[src/pos_pkg.sv]
// constants and types shared by the offset-sync timer files
// assumes one 100 MHz system clock and a 32-bit register bus
package pos_pkg;
	// ***************************************************************
	// bus layout
	// ***************************************************************
	localparam int ADDR_W = 8;
	localparam logic [5:0] IDX_CTRL = 6'h00;
	localparam logic [5:0] IDX_PERIOD = 6'h01;
	localparam logic [5:0] IDX_OFFSET = 6'h02;
	localparam logic [5:0] IDX_PHASE = 6'h03;
	localparam logic [5:0] IDX_STATUS = 6'h04;
	localparam logic [5:0] IDX_DIV = 6'h05;
	localparam logic [1:0] RESP_OKAY = 2'h0;
	localparam logic [1:0] RESP_SLVERR = 2'h2;

	// ***************************************************************
	// control register fields
	// ***************************************************************
	localparam int CTRL_EN = 0;
	localparam int CTRL_MODE_LO = 1;
	localparam int CTRL_CENTER = 3;
	localparam int CTRL_DIR = 4;
	localparam int CTRL_LDA = 5;

	// ***************************************************************
	// status register fields
	// ***************************************************************
	localparam int STAT_RUN = 16;
	localparam int STAT_DOWN = 17;
	localparam int STAT_DIR = 18;
	localparam int STAT_WAIT = 19;

	// ***************************************************************
	// reset and reload values
	// ***************************************************************
	localparam logic [15:0] PERIOD_RST = 16'hFFFF;
	localparam logic [15:0] OFFSET_RST = 16'h0000;
	localparam logic [15:0] PHASE_RST = 16'h0000;
	localparam logic [7:0] DIV_RST = 8'h00;
	localparam logic [15:0] CNT_RELOAD_ONE = 16'h0001;

	// ***************************************************************
	// modes and states
	// ***************************************************************
	typedef enum logic [1:0] {
		MODE_INDEP = 2'h0,
		MODE_SYNC_START = 2'h1,
		MODE_ONE_SHOT = 2'h2,
		MODE_CONT_RESET = 2'h3
	} pos_mode_t;

	typedef enum logic [1:0] {
		ST_IDLE,
		ST_WAIT,
		ST_RUN
	} pos_state_t;
endpackage

[src/pos_match_if.sv]
// carrier between the timer core and its offset match generator
// assumes both ends sit on the same system clock
`timescale 1ns/10ps
`default_nettype none
interface pos_match_if;
	logic [15:0] count;
	logic [15:0] offset;
	logic count_down;
	logic center;
	logic dir_sel;
	logic tick;
	logic running;
	logic match;
	modport gen (
		input count, offset, count_down, center, dir_sel, tick, running,
		output match
	);
	modport core (
		output count, offset, count_down, center, dir_sel, tick, running,
		input match
	);
endinterface
`default_nettype wire

[src/pos_offset_sync.sv]
// offset-mode synchronised 16-bit pwm timer with an axi4-lite register slave
// assumes the master offset match input is a pulse from logic on CLK_SYS_I
//
// Contract
// - With mode 00 the counter ignores other timers, runs from enable set until enable clear.
// - In independent mode each period event clears the counter, which keeps counting.
// - With mode 01 the counter holds until a master offset match, then runs until disabled.
// - In sync-start mode each period event clears the counter, which keeps counting.
// - With mode 10 the counter waits for a master match, then counts up from its value.
// - In one-shot mode a period event clears and halts the counter until the next match.
// - With mode 11 the counter stays inhibited after enable until the first master match.
// - In continuous-reset mode each later master match loads the counter with one.
// - In continuous-reset mode a period event before the match clears the counter.
// - Switching a running slave to independent mode keeps its present offset.
// - Center aligned, direction bit clear matches counting up, set matches counting down.
// - Outside center aligned operation the direction bit has no effect on matching.
// - The direction bit is double buffered and while running loads only after load arm.
`timescale 1ns/10ps
`default_nettype none
module pos_offset_sync (
	input wire logic CLK_SYS_I,
	input wire logic SYS_RST_I,
	input wire logic [7:0] AWADDR_I,
	input wire logic AWVALID_I,
	output logic AWREADY_O,
	input wire logic [31:0] WDATA_I,
	input wire logic [3:0] WSTRB_I,
	input wire logic WVALID_I,
	output logic WREADY_O,
	output logic [1:0] BRESP_O,
	output logic BVALID_O,
	input wire logic BREADY_I,
	input wire logic [7:0] ARADDR_I,
	input wire logic ARVALID_I,
	output logic ARREADY_O,
	output logic [31:0] RDATA_I_UNUSED_O,
	output logic [1:0] RRESP_O,
	output logic RVALID_O,
	input wire logic RREADY_I,
	input wire logic MASTER_OFFSET_MATCH_I,
	output logic OFFSET_MATCH_O,
	output logic PWM_O,
	output logic [15:0] PWM_COUNTER_O
);
	// ***************************************************************
	// state
	// ***************************************************************
	typedef struct packed {
		logic awready;
		logic aw_have;
		logic [5:0] aw_idx;
		logic wready;
		logic w_have;
		logic [31:0] wdata;
		logic [3:0] wstrb;
		logic bvalid;
		logic [1:0] bresp;
		logic arready;
		logic rvalid;
		logic [31:0] rdata;
		logic [1:0] rresp;
		logic enable;
		logic [1:0] mode;
		logic center;
		logic dir_buf;
		logic dir_act;
		logic load_arm;
		logic [15:0] period_value;
		logic [15:0] offset_value;
		logic [15:0] phase_value;
		logic [7:0] div;
		logic [7:0] div_cnt;
		logic tick;
		logic [15:0] pwm_counter;
		logic count_down;
		pos_pkg::pos_state_t st;
		logic match_pend;
		logic ofs_match;
		logic pwm;
	} pos_state_reg_t;

	pos_state_reg_t s_reg;
	pos_state_reg_t s_next;
	pos_match_if mif ();

	pos_match_gen u_match (
		.mif(mif)
	);

	// ***************************************************************
	// helpers
	// ***************************************************************
	function automatic logic [31:0] merge_bytes(input logic [31:0] old_v,
			input logic [31:0] new_v, input logic [3:0] strb);
		logic [31:0] res;
		res = old_v;
		for (int i = 0; i < 4; i++) begin
			if (strb[i]) begin
				res[i*8 +: 8] = new_v[i*8 +: 8];
			end
		end
		return res;
	endfunction

	function automatic logic idx_mapped(input logic [5:0] idx);
		return (idx == pos_pkg::IDX_CTRL) || (idx == pos_pkg::IDX_PERIOD) ||
			(idx == pos_pkg::IDX_OFFSET) || (idx == pos_pkg::IDX_PHASE) ||
			(idx == pos_pkg::IDX_STATUS) || (idx == pos_pkg::IDX_DIV);
	endfunction

	logic per_evt;
	logic turn_down;
	logic [31:0] ctrl_word;
	logic [31:0] stat_word;
	logic [31:0] wr_val;
	logic [31:0] rd_val;

	always_comb begin
		ctrl_word = 32'h0000_0000;
		ctrl_word[pos_pkg::CTRL_EN] = s_reg.enable;
		ctrl_word[pos_pkg::CTRL_MODE_LO +: 2] = s_reg.mode;
		ctrl_word[pos_pkg::CTRL_CENTER] = s_reg.center;
		ctrl_word[pos_pkg::CTRL_DIR] = s_reg.dir_buf;
		ctrl_word[pos_pkg::CTRL_LDA] = s_reg.load_arm;
		stat_word = {16'h0000, s_reg.pwm_counter};
		stat_word[pos_pkg::STAT_RUN] = (s_reg.st == pos_pkg::ST_RUN);
		stat_word[pos_pkg::STAT_DOWN] = s_reg.count_down;
		stat_word[pos_pkg::STAT_DIR] = s_reg.dir_act;
		stat_word[pos_pkg::STAT_WAIT] = (s_reg.st == pos_pkg::ST_WAIT);
	end

	// ***************************************************************
	// master side offset match
	// ***************************************************************
	assign mif.count = s_reg.pwm_counter;
	assign mif.offset = s_reg.offset_value;
	assign mif.count_down = s_reg.count_down;
	assign mif.center = s_reg.center;
	assign mif.dir_sel = s_reg.dir_act;
	assign mif.tick = s_reg.tick;
	assign mif.running = (s_reg.st == pos_pkg::ST_RUN);

	// ***************************************************************
	// period event and turn point
	// ***************************************************************
	always_comb begin
		if (s_reg.center) begin
			per_evt = s_reg.count_down && (s_reg.pwm_counter == 16'h0000);
			turn_down = !s_reg.count_down && (s_reg.pwm_counter == s_reg.period_value);
		end else begin
			per_evt = (s_reg.pwm_counter == s_reg.period_value);
			turn_down = 1'b0;
		end
	end

	// ***************************************************************
	// next state
	// ***************************************************************
	always_comb begin
		s_next = s_reg;
		wr_val = 32'h0000_0000;
		rd_val = 32'h0000_0000;

		// tick divider
		s_next.tick = 1'b0;
		if (s_reg.div_cnt == 8'h00) begin
			s_next.div_cnt = s_reg.div;
			s_next.tick = 1'b1;
		end else begin
			s_next.div_cnt = s_reg.div_cnt - 8'h01;
		end

		// master match waits for the next tick; a new match wins over consumption
		if (s_reg.tick || !s_reg.enable) begin
			s_next.match_pend = 1'b0;
		end
		if (MASTER_OFFSET_MATCH_I) begin
			s_next.match_pend = 1'b1;
		end

		s_next.ofs_match = mif.match;

		// counter and mode sequencing
		if (!s_reg.enable) begin
			s_next.st = pos_pkg::ST_IDLE;
			s_next.pwm_counter = 16'h0000;
			s_next.count_down = 1'b0;
			s_next.pwm = 1'b0;
		end else begin
			unique case (s_reg.st)
				pos_pkg::ST_IDLE: begin
					if (s_reg.mode == pos_pkg::MODE_INDEP) begin
						s_next.st = pos_pkg::ST_RUN;
					end else begin
						s_next.st = pos_pkg::ST_WAIT;
					end
				end
				pos_pkg::ST_WAIT: begin
					if (s_reg.mode == pos_pkg::MODE_INDEP) begin
						s_next.st = pos_pkg::ST_RUN;
					end else if (s_reg.tick && s_reg.match_pend) begin
						s_next.st = pos_pkg::ST_RUN;
					end
				end
				pos_pkg::ST_RUN: begin
					if (s_reg.tick) begin
						if (s_reg.mode == pos_pkg::MODE_CONT_RESET && s_reg.match_pend) begin
							s_next.pwm_counter = pos_pkg::CNT_RELOAD_ONE;
							s_next.count_down = 1'b0;
						end else if (per_evt) begin
							s_next.pwm_counter = 16'h0000;
							s_next.count_down = 1'b0;
							s_next.pwm = 1'b0;
							if (s_reg.mode == pos_pkg::MODE_ONE_SHOT) begin
								s_next.st = pos_pkg::ST_WAIT;
							end
						end else if (turn_down) begin
							s_next.count_down = 1'b1;
							if (s_reg.pwm_counter != 16'h0000) begin
								s_next.pwm_counter = s_reg.pwm_counter - 16'h0001;
							end
						end else if (s_reg.count_down) begin
							s_next.pwm_counter = s_reg.pwm_counter - 16'h0001;
						end else begin
							s_next.pwm_counter = s_reg.pwm_counter + 16'h0001;
						end
						if (!per_evt && s_reg.pwm_counter == s_reg.phase_value) begin
							s_next.pwm = 1'b1;
						end
					end
				end
			endcase
		end

		// armed direction bit loads at the period event or while stopped
		if (s_reg.load_arm && ((s_reg.tick && per_evt) || !s_reg.enable)) begin
			s_next.dir_act = s_reg.dir_buf;
			s_next.load_arm = 1'b0;
		end

		// write address and data channels, taken in either order
		if (AWVALID_I && s_reg.awready) begin
			s_next.aw_have = 1'b1;
			s_next.aw_idx = AWADDR_I[7:2];
			s_next.awready = 1'b0;
		end
		if (WVALID_I && s_reg.wready) begin
			s_next.w_have = 1'b1;
			s_next.wdata = WDATA_I;
			s_next.wstrb = WSTRB_I;
			s_next.wready = 1'b0;
		end

		// register write once both halves are in
		if (s_reg.aw_have && s_reg.w_have && !s_reg.bvalid) begin
			s_next.aw_have = 1'b0;
			s_next.w_have = 1'b0;
			s_next.bvalid = 1'b1;
			s_next.bresp = idx_mapped(s_reg.aw_idx) ? pos_pkg::RESP_OKAY : pos_pkg::RESP_SLVERR;
			unique case (s_reg.aw_idx)
				pos_pkg::IDX_CTRL: begin
					wr_val = merge_bytes(ctrl_word, s_reg.wdata, s_reg.wstrb);
					s_next.enable = wr_val[pos_pkg::CTRL_EN];
					s_next.mode = wr_val[pos_pkg::CTRL_MODE_LO +: 2];
					s_next.center = wr_val[pos_pkg::CTRL_CENTER];
					s_next.dir_buf = wr_val[pos_pkg::CTRL_DIR];
					if (!s_reg.enable) begin
						s_next.dir_act = wr_val[pos_pkg::CTRL_DIR];
					end
					if (s_reg.wstrb[0] && s_reg.wdata[pos_pkg::CTRL_LDA]) begin
						s_next.load_arm = 1'b1;
					end
				end
				pos_pkg::IDX_PERIOD: begin
					wr_val = merge_bytes({16'h0000, s_reg.period_value}, s_reg.wdata, s_reg.wstrb);
					s_next.period_value = wr_val[15:0];
				end
				pos_pkg::IDX_OFFSET: begin
					wr_val = merge_bytes({16'h0000, s_reg.offset_value}, s_reg.wdata, s_reg.wstrb);
					s_next.offset_value = wr_val[15:0];
				end
				pos_pkg::IDX_PHASE: begin
					wr_val = merge_bytes({16'h0000, s_reg.phase_value}, s_reg.wdata, s_reg.wstrb);
					s_next.phase_value = wr_val[15:0];
				end
				pos_pkg::IDX_DIV: begin
					wr_val = merge_bytes({24'h000000, s_reg.div}, s_reg.wdata, s_reg.wstrb);
					s_next.div = wr_val[7:0];
				end
				default: begin
					wr_val = 32'h0000_0000;
				end
			endcase
		end

		// write response
		if (s_reg.bvalid && BREADY_I) begin
			s_next.bvalid = 1'b0;
			s_next.awready = 1'b1;
			s_next.wready = 1'b1;
		end

		// read channel
		if (ARVALID_I && s_reg.arready) begin
			unique case (ARADDR_I[7:2])
				pos_pkg::IDX_CTRL: rd_val = ctrl_word;
				pos_pkg::IDX_PERIOD: rd_val = {16'h0000, s_reg.period_value};
				pos_pkg::IDX_OFFSET: rd_val = {16'h0000, s_reg.offset_value};
				pos_pkg::IDX_PHASE: rd_val = {16'h0000, s_reg.phase_value};
				pos_pkg::IDX_STATUS: rd_val = stat_word;
				pos_pkg::IDX_DIV: rd_val = {24'h000000, s_reg.div};
				default: rd_val = 32'h0000_0000;
			endcase
			s_next.arready = 1'b0;
			s_next.rvalid = 1'b1;
			s_next.rdata = rd_val;
			s_next.rresp = idx_mapped(ARADDR_I[7:2]) ? pos_pkg::RESP_OKAY : pos_pkg::RESP_SLVERR;
		end
		if (s_reg.rvalid && RREADY_I) begin
			s_next.rvalid = 1'b0;
			s_next.arready = 1'b1;
		end
	end

	// ***************************************************************
	// registers
	// ***************************************************************
	always_ff @(posedge CLK_SYS_I) begin
		if (SYS_RST_I) begin
			s_reg <= '0;
			s_reg.awready <= 1'b1;
			s_reg.wready <= 1'b1;
			s_reg.arready <= 1'b1;
			s_reg.period_value <= pos_pkg::PERIOD_RST;
			s_reg.offset_value <= pos_pkg::OFFSET_RST;
			s_reg.phase_value <= pos_pkg::PHASE_RST;
			s_reg.div <= pos_pkg::DIV_RST;
			s_reg.st <= pos_pkg::ST_IDLE;
		end else begin
			s_reg <= s_next;
		end
	end

	// ***************************************************************
	// outputs
	// ***************************************************************
	assign AWREADY_O = s_reg.awready;
	assign WREADY_O = s_reg.wready;
	assign BVALID_O = s_reg.bvalid;
	assign BRESP_O = s_reg.bresp;
	assign ARREADY_O = s_reg.arready;
	assign RVALID_O = s_reg.rvalid;
	assign RDATA_I_UNUSED_O = s_reg.rdata;
	assign RRESP_O = s_reg.rresp;
	assign OFFSET_MATCH_O = s_reg.ofs_match;
	assign PWM_O = s_reg.pwm;
	assign PWM_COUNTER_O = s_reg.pwm_counter;
endmodule // pos_offset_sync
`default_nettype wire

[src/pos_match_gen.sv]
// offset match decision of this timer acting as a master
// assumes the core registers the match before it leaves the block
`timescale 1ns/10ps
`default_nettype none
module pos_match_gen (
	pos_match_if.gen mif
);
	// ***************************************************************
	// match on equal count, direction-qualified when center aligned
	// ***************************************************************
	logic dir_ok;
	always_comb begin
		if (mif.center) begin
			dir_ok = (mif.count_down == mif.dir_sel);
		end else begin
			dir_ok = 1'b1;
		end
	end
	assign mif.match = mif.tick & mif.running & (mif.count == mif.offset) & dir_ok;
endmodule // pos_match_gen
`default_nettype wire

[config.mk]
export PLATFORM = sky130hd
export DESIGN_NAME = pos_offset_sync
export DESIGN_NICKNAME = d
export VERILOG_FILES = /design/src/pos_pkg.sv /design/src/pos_match_if.sv /design/src/pos_offset_sync.sv /design/src/pos_match_gen.sv
export SDC_FILE = /design/constraint.sdc
export NUM_CORES = 1
export LEC_CHECK = 0
export BUFFER_PORTS_ARGS = -buffer_cell sky130_fd_sc_hd__buf_2
export CELL_PAD_IN_SITES_DETAIL_PLACEMENT = 1
export CELL_PAD_IN_SITES_GLOBAL_PLACEMENT = 2
export CORE_MARGIN = 5
export CORE_UTILIZATION = 31
export DETAILED_ROUTE_END_ITERATION = 12
export MAX_ROUTING_LAYER = met4
export PLACE_DENSITY = 0.81
export RECOVER_POWER = 25
export SLEW_MARGIN = 20
export SYNTH_ARGS = -nofsm -noshare
export SYNTH_HDL_FRONTEND = slang
export SYNTH_SLANG_ARGS = --single-unit
[constraint.sdc]
create_clock -name CLK_SYS_I -period 2.2 [get_ports CLK_SYS_I]
set_clock_uncertainty 0.1 [all_clocks]
set_input_delay 0 -clock CLK_SYS_I [delete_from_list [all_inputs] [get_ports CLK_SYS_I]]
set_output_delay 0 -clock CLK_SYS_I [all_outputs]
set_load 0.05 [all_outputs]
==> results of run 1 <==
-- final cells by class --
type                    instances  area [um2]
fillers                      3151       15400
multi-input cells             733        4770
flip-flops and latches        147        3000
repair buffers                246        1850
clock buffers                  17         425
well taps                     335         419
clock inverters                15         165
inverters                      25        93.8
-- stage by stage --
stage | instance area [um2] | hold slack (ps) | setup TNS (ps) | total power, mW
3_5_place_dp | 9180 | 123 | -269 | 3.70
6_report | 10700 | 40.8 | -500 | 6.66
5_1_grt | 10700 | 21.4 | -1470 | 6.95
4_1_cts | 10400 | 28.1 | -13.5 | 6.75
2_1_floorplan | 8280 | 0.353 | 0 | 3.48
3_3_place_gp | 9180 | 108 | -183 | 3.68
-- logic make-up (layout without fill, tap and decap cells) --
kind of cell               after synthesis  count (layout)  share of synthesized area (%)
buffers and inverters                  158             303                           10.7
and+or+nand+nor                        383             383                           22.9
muxes                                   46              46                           5.64
xor gates and xnor gates                56              56                           6.14
adders and majority gates                7               7                           1.06
DFF                                    147             147                           35.8
AOI/OAI and AO/OA                      227             227                           17.8
other                                    1              14                         0.0456
-- worst paths after layout --
| kind | to | depth (start not counted) |
|---|---|---|
| setup reg to reg | PWM_COUNTER_O[13] | 10 |
| hold / removal | RDATA_I_UNUSED_O[5] | 5 |
| hold reg to reg | RDATA_I_UNUSED_O[16] | 2 |
| setup / recovery | PWM_COUNTER_O[13] | 10 |
-- worst max-delay path, cell delays in order, from the launching register on --
cell and delay (ps):
dfxtp_2 360, buf_6 150, nor4_4 310, nand4_1 170, buf_6 170, nor3_4 190, a21oi_1 100, buf_4 160
buf_8 160, o2111ai_1 90, o211ai_1 170
-- where the power goes --
part           internal, mW  switching, mW  leakage [nW]
combinational         0.330          0.504          2.78
clock                  1.61           1.36         0.289
sequential             2.76          0.105          1.20
-- routing by layer --
| metal | wire [um] | GRT usage [%] |
|---|---|---|
| met3 | 1260 | 2.88 |
| met2 | 14700 | 32.4 |
| met5 | 0 | - |
| met1 | 13500 | 25.4 |
| met4 | 860 | 6.22 |
-- repair_timing --
action	CTS	global route
pin swaps	12	16
setup endpoints to repair	9	25
hold buffers	45	0
endpoints found under the hold margin	48	0
buffers inserted	6	6
gates resized for setup	31	86
cloned	0	2
-- cell usage in the layout (no fill, tap or decap), types with 8 or more instances in the layout --
master           n
dlygate4sd3_1   45
inv_1           22
nand3b_1        17
a21oi_1         91
nor2_1          57
nand2_1        174
mux2i_1         42
o211ai_1        33
xnor2_1         20
a211oi_1        11
xor2_1          21
dfxtp_1        116
xor2_2          15
nor3_1          14
nand4_1         17
buf_6            8
nand3_1         35
buf_2           47
clkbuf_1        34
a221oi_1         8
a22oi_1         18
dfxtp_4          8
clkbuf_16       19
dfxtp_2         23
buf_4          103
conb_1          14
o21ai_0         18
and3_1          12
==> metrics.txt, run 1 <==
status finished, violations left; clk slew on worst S/H paths 70 ps; hold path startpoint ARADDR_I[6]; routability cong. 0.895; PwrDens 621 mW/mm2; Die W 173 um; Avg Cell Area, Syn 8.03 um2; max-cap viol count 0; Yosys top cell area share 35.8%; Distinct cells, synth 68; Max Slew Vio Count 0; DIE AREA 0.0299 mm2; post-route antenna net violation count 0; Total GRT Usage 19.8%; final WL 30400 um; Core ar. 0.0261 mm2; fin crit period 2290 ps; startpoint type of the worst setup path flop; final worst slack -94.2 ps; routed len/inst 20.0 um; Initial Utilization 31.5%; first-pass GRT wire length 46100 um; hold crit path type input port to flop; pre-CTS setup slack -176 ps; Syn-to-layout area delta 30.4%; Static Leak 4.27 nW; worst r2r src PWM_COUNTER_O[7]; Top FF cell, synth dfxtp_1; RSZ-0062 raised after global routing true; nets 1237; number of synthesized flops with an enable pin 0; Yosys reg bits 147; reg2reg setup slack -90 ps; register area share after synthesis 35.8%; ys async rst share 0%; Worst VDD drop 0.465 mV; Skew-Pair Late Insertion Delay 440 ps; Row Count 59; Tcrit/Tclk final 104%; CTS sink cnt 147; violated checks negative setup slack; Slew headroom 53.2%; final count of hold timing violations 0; ranking of synthesized cells by area dfxtp_1 (36%), nand2_1 (7.9%), a21oi_1 (5.7%), mux2i_1 (5.2%), buf_4 (5.0%); Inst Count DP 1429; CP endpoint kind flop; number of global-route vias before repair 8201; CTS tree built; launch point of the worst path PWM_COUNTER_O[7]; number of port buffers 82; htree depth 4; Syn Inst Count 1025; Layout Utilization 41.1%; Ys Warns 0; ANT cells 0; total CTS buffers 17; vias 7946; clk buf depth 2; DRT iter0 DRCs 533; largest fanout on the critical path 13; non-filler cells, final 1518; clock root buffer clkbuf_16; worst-margin pin slew 700 ps; CP Data Arrival Time 2490 ps; Cell Area, Synth 0.00823 mm2; GRT overflow 0; DPL Wire Length 21500 um; largest net degree at the start of global routing 48; Via density 5.23; Req. time, crit path 2400 ps; share of layout cells above drive strength 1 25.0%; Post-synth top cells nand2_1 (174), dfxtp_1 (147), a21oi_1 (94); Die H 173 um; DRC Markers 0; # IOs 119; largest area contributor in the netlist dfxtp_1; router iterations before antenna repair 5; number of flip-flops in the largest register 77; fmax 436 MHz; type of the worst setup path flop to flop; initial antenna violation count 0; final setup fails 12; count leader, synth nand2_1
Note: power is estimated with default switching activity, not from simulation.
==> run 2: changes to the inputs <==
--- a/config.mk
+++ b/config.mk
@@ -5,11 +5,12 @@
 export SDC_FILE = /design/constraint.sdc
 export NUM_CORES = 1
 export LEC_CHECK = 0
+export ABC_AREA = 1
 export BUFFER_PORTS_ARGS = -buffer_cell sky130_fd_sc_hd__buf_2
 export CELL_PAD_IN_SITES_DETAIL_PLACEMENT = 1
 export CELL_PAD_IN_SITES_GLOBAL_PLACEMENT = 2
 export CORE_MARGIN = 5
-export CORE_UTILIZATION = 31
+export CORE_UTILIZATION = 29
 export DETAILED_ROUTE_END_ITERATION = 12
 export MAX_ROUTING_LAYER = met4
 export PLACE_DENSITY = 0.81
==> run 2 against run 1 <==
- the run now ends clean
- register-to-register slack improved by 230 ps
- routed wire length fell by 3.8%
- die area rose by 5.1%
- power rose by 2.0%
- count of clock-buffer cells in the layout rose by 1
- synthesized cell count rose by 16%
- critical path depth did not move
- first-iteration DRC count fell by 17%
- combinational power rose by 2%
- hold slack got worse by 30 ps
==> metrics.txt, run 2 <==
Inst Count DP 1639 (+15%); area of the multi-input gates 0.00406 mm2 (-15%); number of synthesized flops with an enable pin 0 (unchanged); Slew headroom 35.5% (-18 points); largest fanout on the critical path 7 (-6); vias 8244 (+3.8%); DIE AREA 0.0315 mm2 (+5.1%); GRT overflow 0 (unchanged); commonest non-fill, non-tap cell in the layout nand2_1; number of global-route vias before repair 8481 (+3.4%); Static Leak 4.35 nW (+1.9%); DPL Wire Length 22600 um (+5.3%); Core ar. 0.0277 mm2 (+6.0%); share of layout cells above drive strength 1 16.8% (-8.2 points); Via density 4.84 (-7.5%); Avg Cell Area, Syn 6.85 um2 (-15%); router iterations before antenna repair 5 (unchanged); post-route antenna net violation count 0 (unchanged); first-pass GRT wire length 46200 um (+0.28%); Tcrit/Tclk final 93.9% (-10 points); Row Count 61 (+3.4%); fmax 484 MHz (+11%); DRC Markers 0 (unchanged); non-filler cells, final 1703 (+12%); Hold Slack 10.7 ps (-30.1 ps); total CTS buffers 17 (unchanged); final WL 29200 um (-3.8%); Max Slew Vio Count 0 (unchanged); ranking of synthesized cells by area dfxtp_1 (36%), nand2_1 (9.9%), o21ai_0 (7.8%), nor2_1 (7.2%), a21oi_1 (6.5%); worst-margin pin slew 968 ps (+268 ps); nets 1379 (+11%); ANT cells 0 (unchanged); CTS sink cnt 147 (unchanged); Top FF cell, synth dfxtp_1; Initial Utilization 29.3% (-2.2 points); htree depth 4 (unchanged); Post-synth top cells nand2_1 (214), nor2_1 (155), dfxtp_1 (147); # IOs 119 (unchanged); CP endpoint kind flop; ys async rst share 0% (unchanged); routed len/inst 17.2 um (-14%); hold crit path type input port to flop; status finished, final reports clean; type of the worst setup path flop to flop; register area share after synthesis 36.2% (+0.48 points); DRT iter0 DRCs 443 (-17%); Cell Area, Synth 0.00812 mm2 (-1.3%); max-cap viol count 0 (unchanged); Yosys top cell area share 36.2% (+0.48 points); PwrDens 687 mW/mm2 (+11%); Die H 177 um (+2.5%); Die W 177 um (+2.5%); Skew-Pair Late Insertion Delay 440 ps (about the same); largest net degree at the start of global routing 59 (+23%); filler instances 3497 (+11%); number of port buffers 82 (unchanged); setup TNS 0 ps (+500 ps); Distinct cells, synth 50 (-26%); Req. time, crit path 2440 ps (+40 ps); final count of hold timing violations 0 (unchanged); routability cong. 0.871 (-2.7%); CTS tree built; most frequent cells in the layout nand2_1 (214), nor2_1 (155), dfxtp_1 (131); initial antenna violation count 0 (unchanged); Syn Inst Count 1186 (+16%); final setup fails 0 (-12); clk buf depth 2 (unchanged); Worst VDD drop 0.336 mV (-28%); fin crit period 2070 ps (-229 ps); startpoint type of the worst setup path flop; number of flip-flops in the largest register 77 (unchanged); RSZ-0062 raised after global routing false; count leader, synth nand2_1; Total GRT Usage 19.3% (-0.55 points); Ys Warns 0 (unchanged); Yosys reg bits 147 (unchanged); clk slew on worst S/H paths 70 ps (about the same); CP Data Arrival Time 2310 ps (-180 ps); largest area contributor in the netlist dfxtp_1; clock root buffer clkbuf_16; Syn-to-layout area delta 21.9%; sequential standard cell area 0.00297 mm2 (-1.1%)
run 2: worst paths after layout:
check	startpoint	to	slack, ps	cells past startpoint
worst max-delay path	PWM_COUNTER_O[3]	PWM_COUNTER_O[7]	130	10
worst max register to register	PWM_COUNTER_O[3]	PWM_COUNTER_O[7]	130	10
worst min-delay path	ARVALID_I	RDATA_I_UNUSED_O[6]	10	5
worst min register to register	s_reg[23]	s_reg[23]	360	1
run 2: what timing repair did:
item / in CTS / in global routing
endpoints found under the hold margin: 39 / 0
setup buffers: 0 / 1
hold buffers: 31 / 0
endpoints found under the setup margin: 3 / 21
pin swaps: 0 / 3
resized for setup: 4 / 20
run 2: logic make-up after synthesis:
logic type / after synthesis / share of synthesized area (%)
xor+xnor: 36 / 3.88
flops: 147 / 36.2
other cells: 1 / 0.0462
simple gates: 477 / 24.8
buf+inv: 230 / 14.6
compound gates: 288 / 19.4
fa+ha+maj: 7 / 1.08
run 2: area by class of cell:
class | instances | share of cell area (%)
Tap cell | 378 | 4.78
Timing Repair Buffer | 198 | 13.2
Clock inverter | 14 | 1.68
Sequential cell | 147 | 30.0
Clock buffer | 18 | 4.34
Inverter | 126 | 4.99
Multi-Input combinational cell | 822 | 41.0
run 2: worst max-delay path, cell delays in order (launching register included):
cell and delay (ps):
dfxtp_2 480, xnor2_1 150, nand2_1 100, nor2_1 90, nand2_1 100, nor2_4 140, buf_4 160, nand3_1 200
nand2_1 130, nand3_1 90, a21oi_2 220
run 2: power breakdown:
part / internal, mW / switching (mW)
sequential: 2.79 / 0.108
clock: 1.71 / 1.34
combinational: 0.272 / 0.575
run 2: stage by stage:
stage | worst slack [ps] | instance area (um2) | util (%) | total power [mW]
finish | 135 | 9900 | 35.7 | 6.80
global route | 1.28 | 9900 | 35.7 | 7.10
floorplan | 353 | 8170 | - | 3.55
global placement | -11.9 | 8990 | 32.5 | 3.75
CTS | 9.12 | 9900 | 35.7 | 6.87
detailed placement | -31.9 | 8990 | 32.5 | 3.78
run 2: routing by layer:
layer | GRT usage [%] | vias to the layer above | share of wire, %
met5 | - | - | 0
met4 | 5.70 | 0 | 1.8
met3 | 2.79 | 35 | 4.6
met2 | 31.2 | 185 | 46
met1 | 25.1 | 3941 | 47
li1 | - | 4083 | -
==> run 3: changes to the inputs <==
--- a/config.mk
+++ b/config.mk
@@ -14,7 +14,7 @@
 export DETAILED_ROUTE_END_ITERATION = 12
 export MAX_ROUTING_LAYER = met4
 export PLACE_DENSITY = 0.81
-export RECOVER_POWER = 25
+export RECOVER_POWER = 100
 export SLEW_MARGIN = 20
 export SYNTH_ARGS = -nofsm -noshare
 export SYNTH_HDL_FRONTEND = slang
==> run 3 against run 2 <==
- utilization down 0.10 points
- largest power group unchanged
- power down 0.22%
- routed wire length about the same
- sequential power about the same
- critical endpoint is now PWM_O
- critical path depth down 2
- flip-flop and latch count unchanged
- largest cell class unchanged
- via count about the same
- worst setup slack better by 2.8 ps
- sequential share of layout area up 0.087 points
- maximum frequency up 0.13%
==> metrics.txt, run 3 (same netlist as run 2, synthesis figures left out) <==
crit path cell chain inv_1 -> buf_4 -> a21oi_1 -> nand3_1 -> nor4_1 -> buf_4 -> nand3_1 -> a21oi_1; metal3 WL 1370 um (+1.8%); number of global-route vias before repair 8481 (unchanged); Highest Signal Layer met4; htree depth 4 (unchanged); Final Instance Area 0.00987 mm2 (-0.29%); DRT met1 WL 13700 um (-0.37%); critical path's largest stage delay 480 ps (about the same); DRC Markers 0 (unchanged); Syn-to-layout area delta 21.5%; Slew headroom 36.7% (+1.2 points); RSZ-0062 raised after global routing false; placed inst area 0.00899 mm2 (unchanged); clk buf depth 2 (unchanged); ANT cells 0 (unchanged); clk slew on worst S/H paths 70 ps (about the same); largest net degree at the start of global routing 59 (unchanged); number of port buffers 82 (unchanged); vias 8242 (-0.024%); total CTS buffers 17 (unchanged); CTS sink cnt 147 (unchanged); Row Count 61 (unchanged); share of layout cells above drive strength 1 16.0% (-0.83 points); DIE AREA 0.0315 mm2 (unchanged); routed len/inst 17.2 um (about the same); Req. time, crit path 2460 ps (+20 ps); Inst Count DP 1639 (unchanged); non-filler cells, final 1703 (unchanged); DPL Wire Length 22600 um (unchanged); number of flip-flops in the largest register 77 (unchanged); setup TNS 0 ps (unchanged); Die H 177 um (unchanged); CP Data Arrival Time 2320 ps (about the same); most frequent cells in the layout nand2_1 (214), nor2_1 (156), dfxtp_1 (131); Total GRT Usage 19.3% (unchanged); Skew-Pair Late Insertion Delay 430 ps (about the same); CP max-delay cell dfxtp_2; Via density 4.84 (about the same); initial antenna violation count 0 (unchanged); CTS tree built; final WL 29200 um (about the same); GRT overflow 0 (unchanged); post-route antenna net violation count 0 (unchanged); status finished, final reports clean; filler instances 3501 (+0.11%); nets 1379 (unchanged); worst-margin pin slew 950 ps (-17.9 ps); router iterations before antenna repair 6 (+1); Worst VDD drop 0.333 mV (-0.87%); max-cap viol count 0 (unchanged); Static Leak 4.31 nW (-0.92%); DRT iter0 DRCs 442 (-0.23%); startpoint type of the worst setup path flop; sequential standard cell area 0.00297 mm2 (unchanged); hold crit path type input port to flop; area of the multi-input gates 0.00406 mm2 (about the same); Max Slew Vio Count 0 (unchanged); Tcrit/Tclk final 93.7% (-0.13 points); Die W 177 um (unchanged); met2 wire len 13600 um (+0.15%); routability cong. 0.871 (unchanged); Initial Utilization 29.3% (unchanged); commonest non-fill, non-tap cell in the layout nand2_1; largest fanout on the critical path 7 (unchanged); Core ar. 0.0277 mm2 (unchanged); CP endpoint kind flop; final setup fails 0 (unchanged); type of the worst setup path flop to flop; first-pass GRT wire length 46200 um (unchanged); clock root buffer clkbuf_16; PwrDens 688 mW/mm2 (about the same); final count of hold timing violations 0 (unchanged); # IOs 119 (unchanged); fin crit period 2060 ps (-2.75 ps); fmax 485 MHz (+0.13%)
run 3: repair_timing:
item,in CTS,in global routing
hold buffers,31,0
pin swaps,0,3
hold endpoints to repair,39,0
buffers inserted,0,1
endpoints found under the setup margin,3,21
resized for setup,4,20
run 3: path summary, 6_finish.rpt:
| check | startpoint | end | slack, ps | depth (start not counted) |
|---|---|---|---|---|
| worst max-delay path | PWM_COUNTER_O[3] | PWM_O | 140 | 8 |
| worst min register to register | s_reg[23] | s_reg[23] | 360 | 1 |
| worst max register to register | PWM_COUNTER_O[3] | PWM_O | 140 | 8 |
| worst min-delay path | ARVALID_I | RDATA_I_UNUSED_O[6] | 10 | 5 |
run 3: layout make-up:
| type | instances | share of cell area [%] |
|---|---|---|
| clock buffers | 18 | 4.35 |
| inverters | 126 | 5.01 |
| well taps | 378 | 4.79 |
| multi-input cells | 822 | 41.1 |
| flip-flops and latches | 147 | 30.1 |
| clock inverters | 14 | 1.69 |
| repair buffers | 198 | 12.9 |
run 3: stage by stage:
step                worst slack [ps]  utilization, %  power [mW]  hold slack [ps]
detailed placement             -31.9            32.5        3.78              145
floorplan                        353               -        3.55             17.7
global route                    1.28            35.6        7.09             61.0
global placement               -11.9            32.5        3.75              125
CTS                             9.12            35.7        6.87             3.55
finish                           138            35.6        6.79             13.4
run 3: routing by layer:
metal,global-route usage [%],vias up
met5,-,-
met4,5.70,0
met3,2.79,34
met2,31.2,202
met1,25.1,3925
li1,-,4081
run 3: power by group:
part           switching, mW  internal (mW)  total (mW)
sequential             0.108           2.79        2.90
combinational          0.574          0.263       0.838
clock                   1.34           1.71        3.05
total                   2.02           4.77        6.79
run 3: critical path: cells and delay by family, from the launching register on:
kind            cells  cell delay [ps]
flops               1              480
buf+inv             3              460
compound gates      2              300
simple gates        3              630
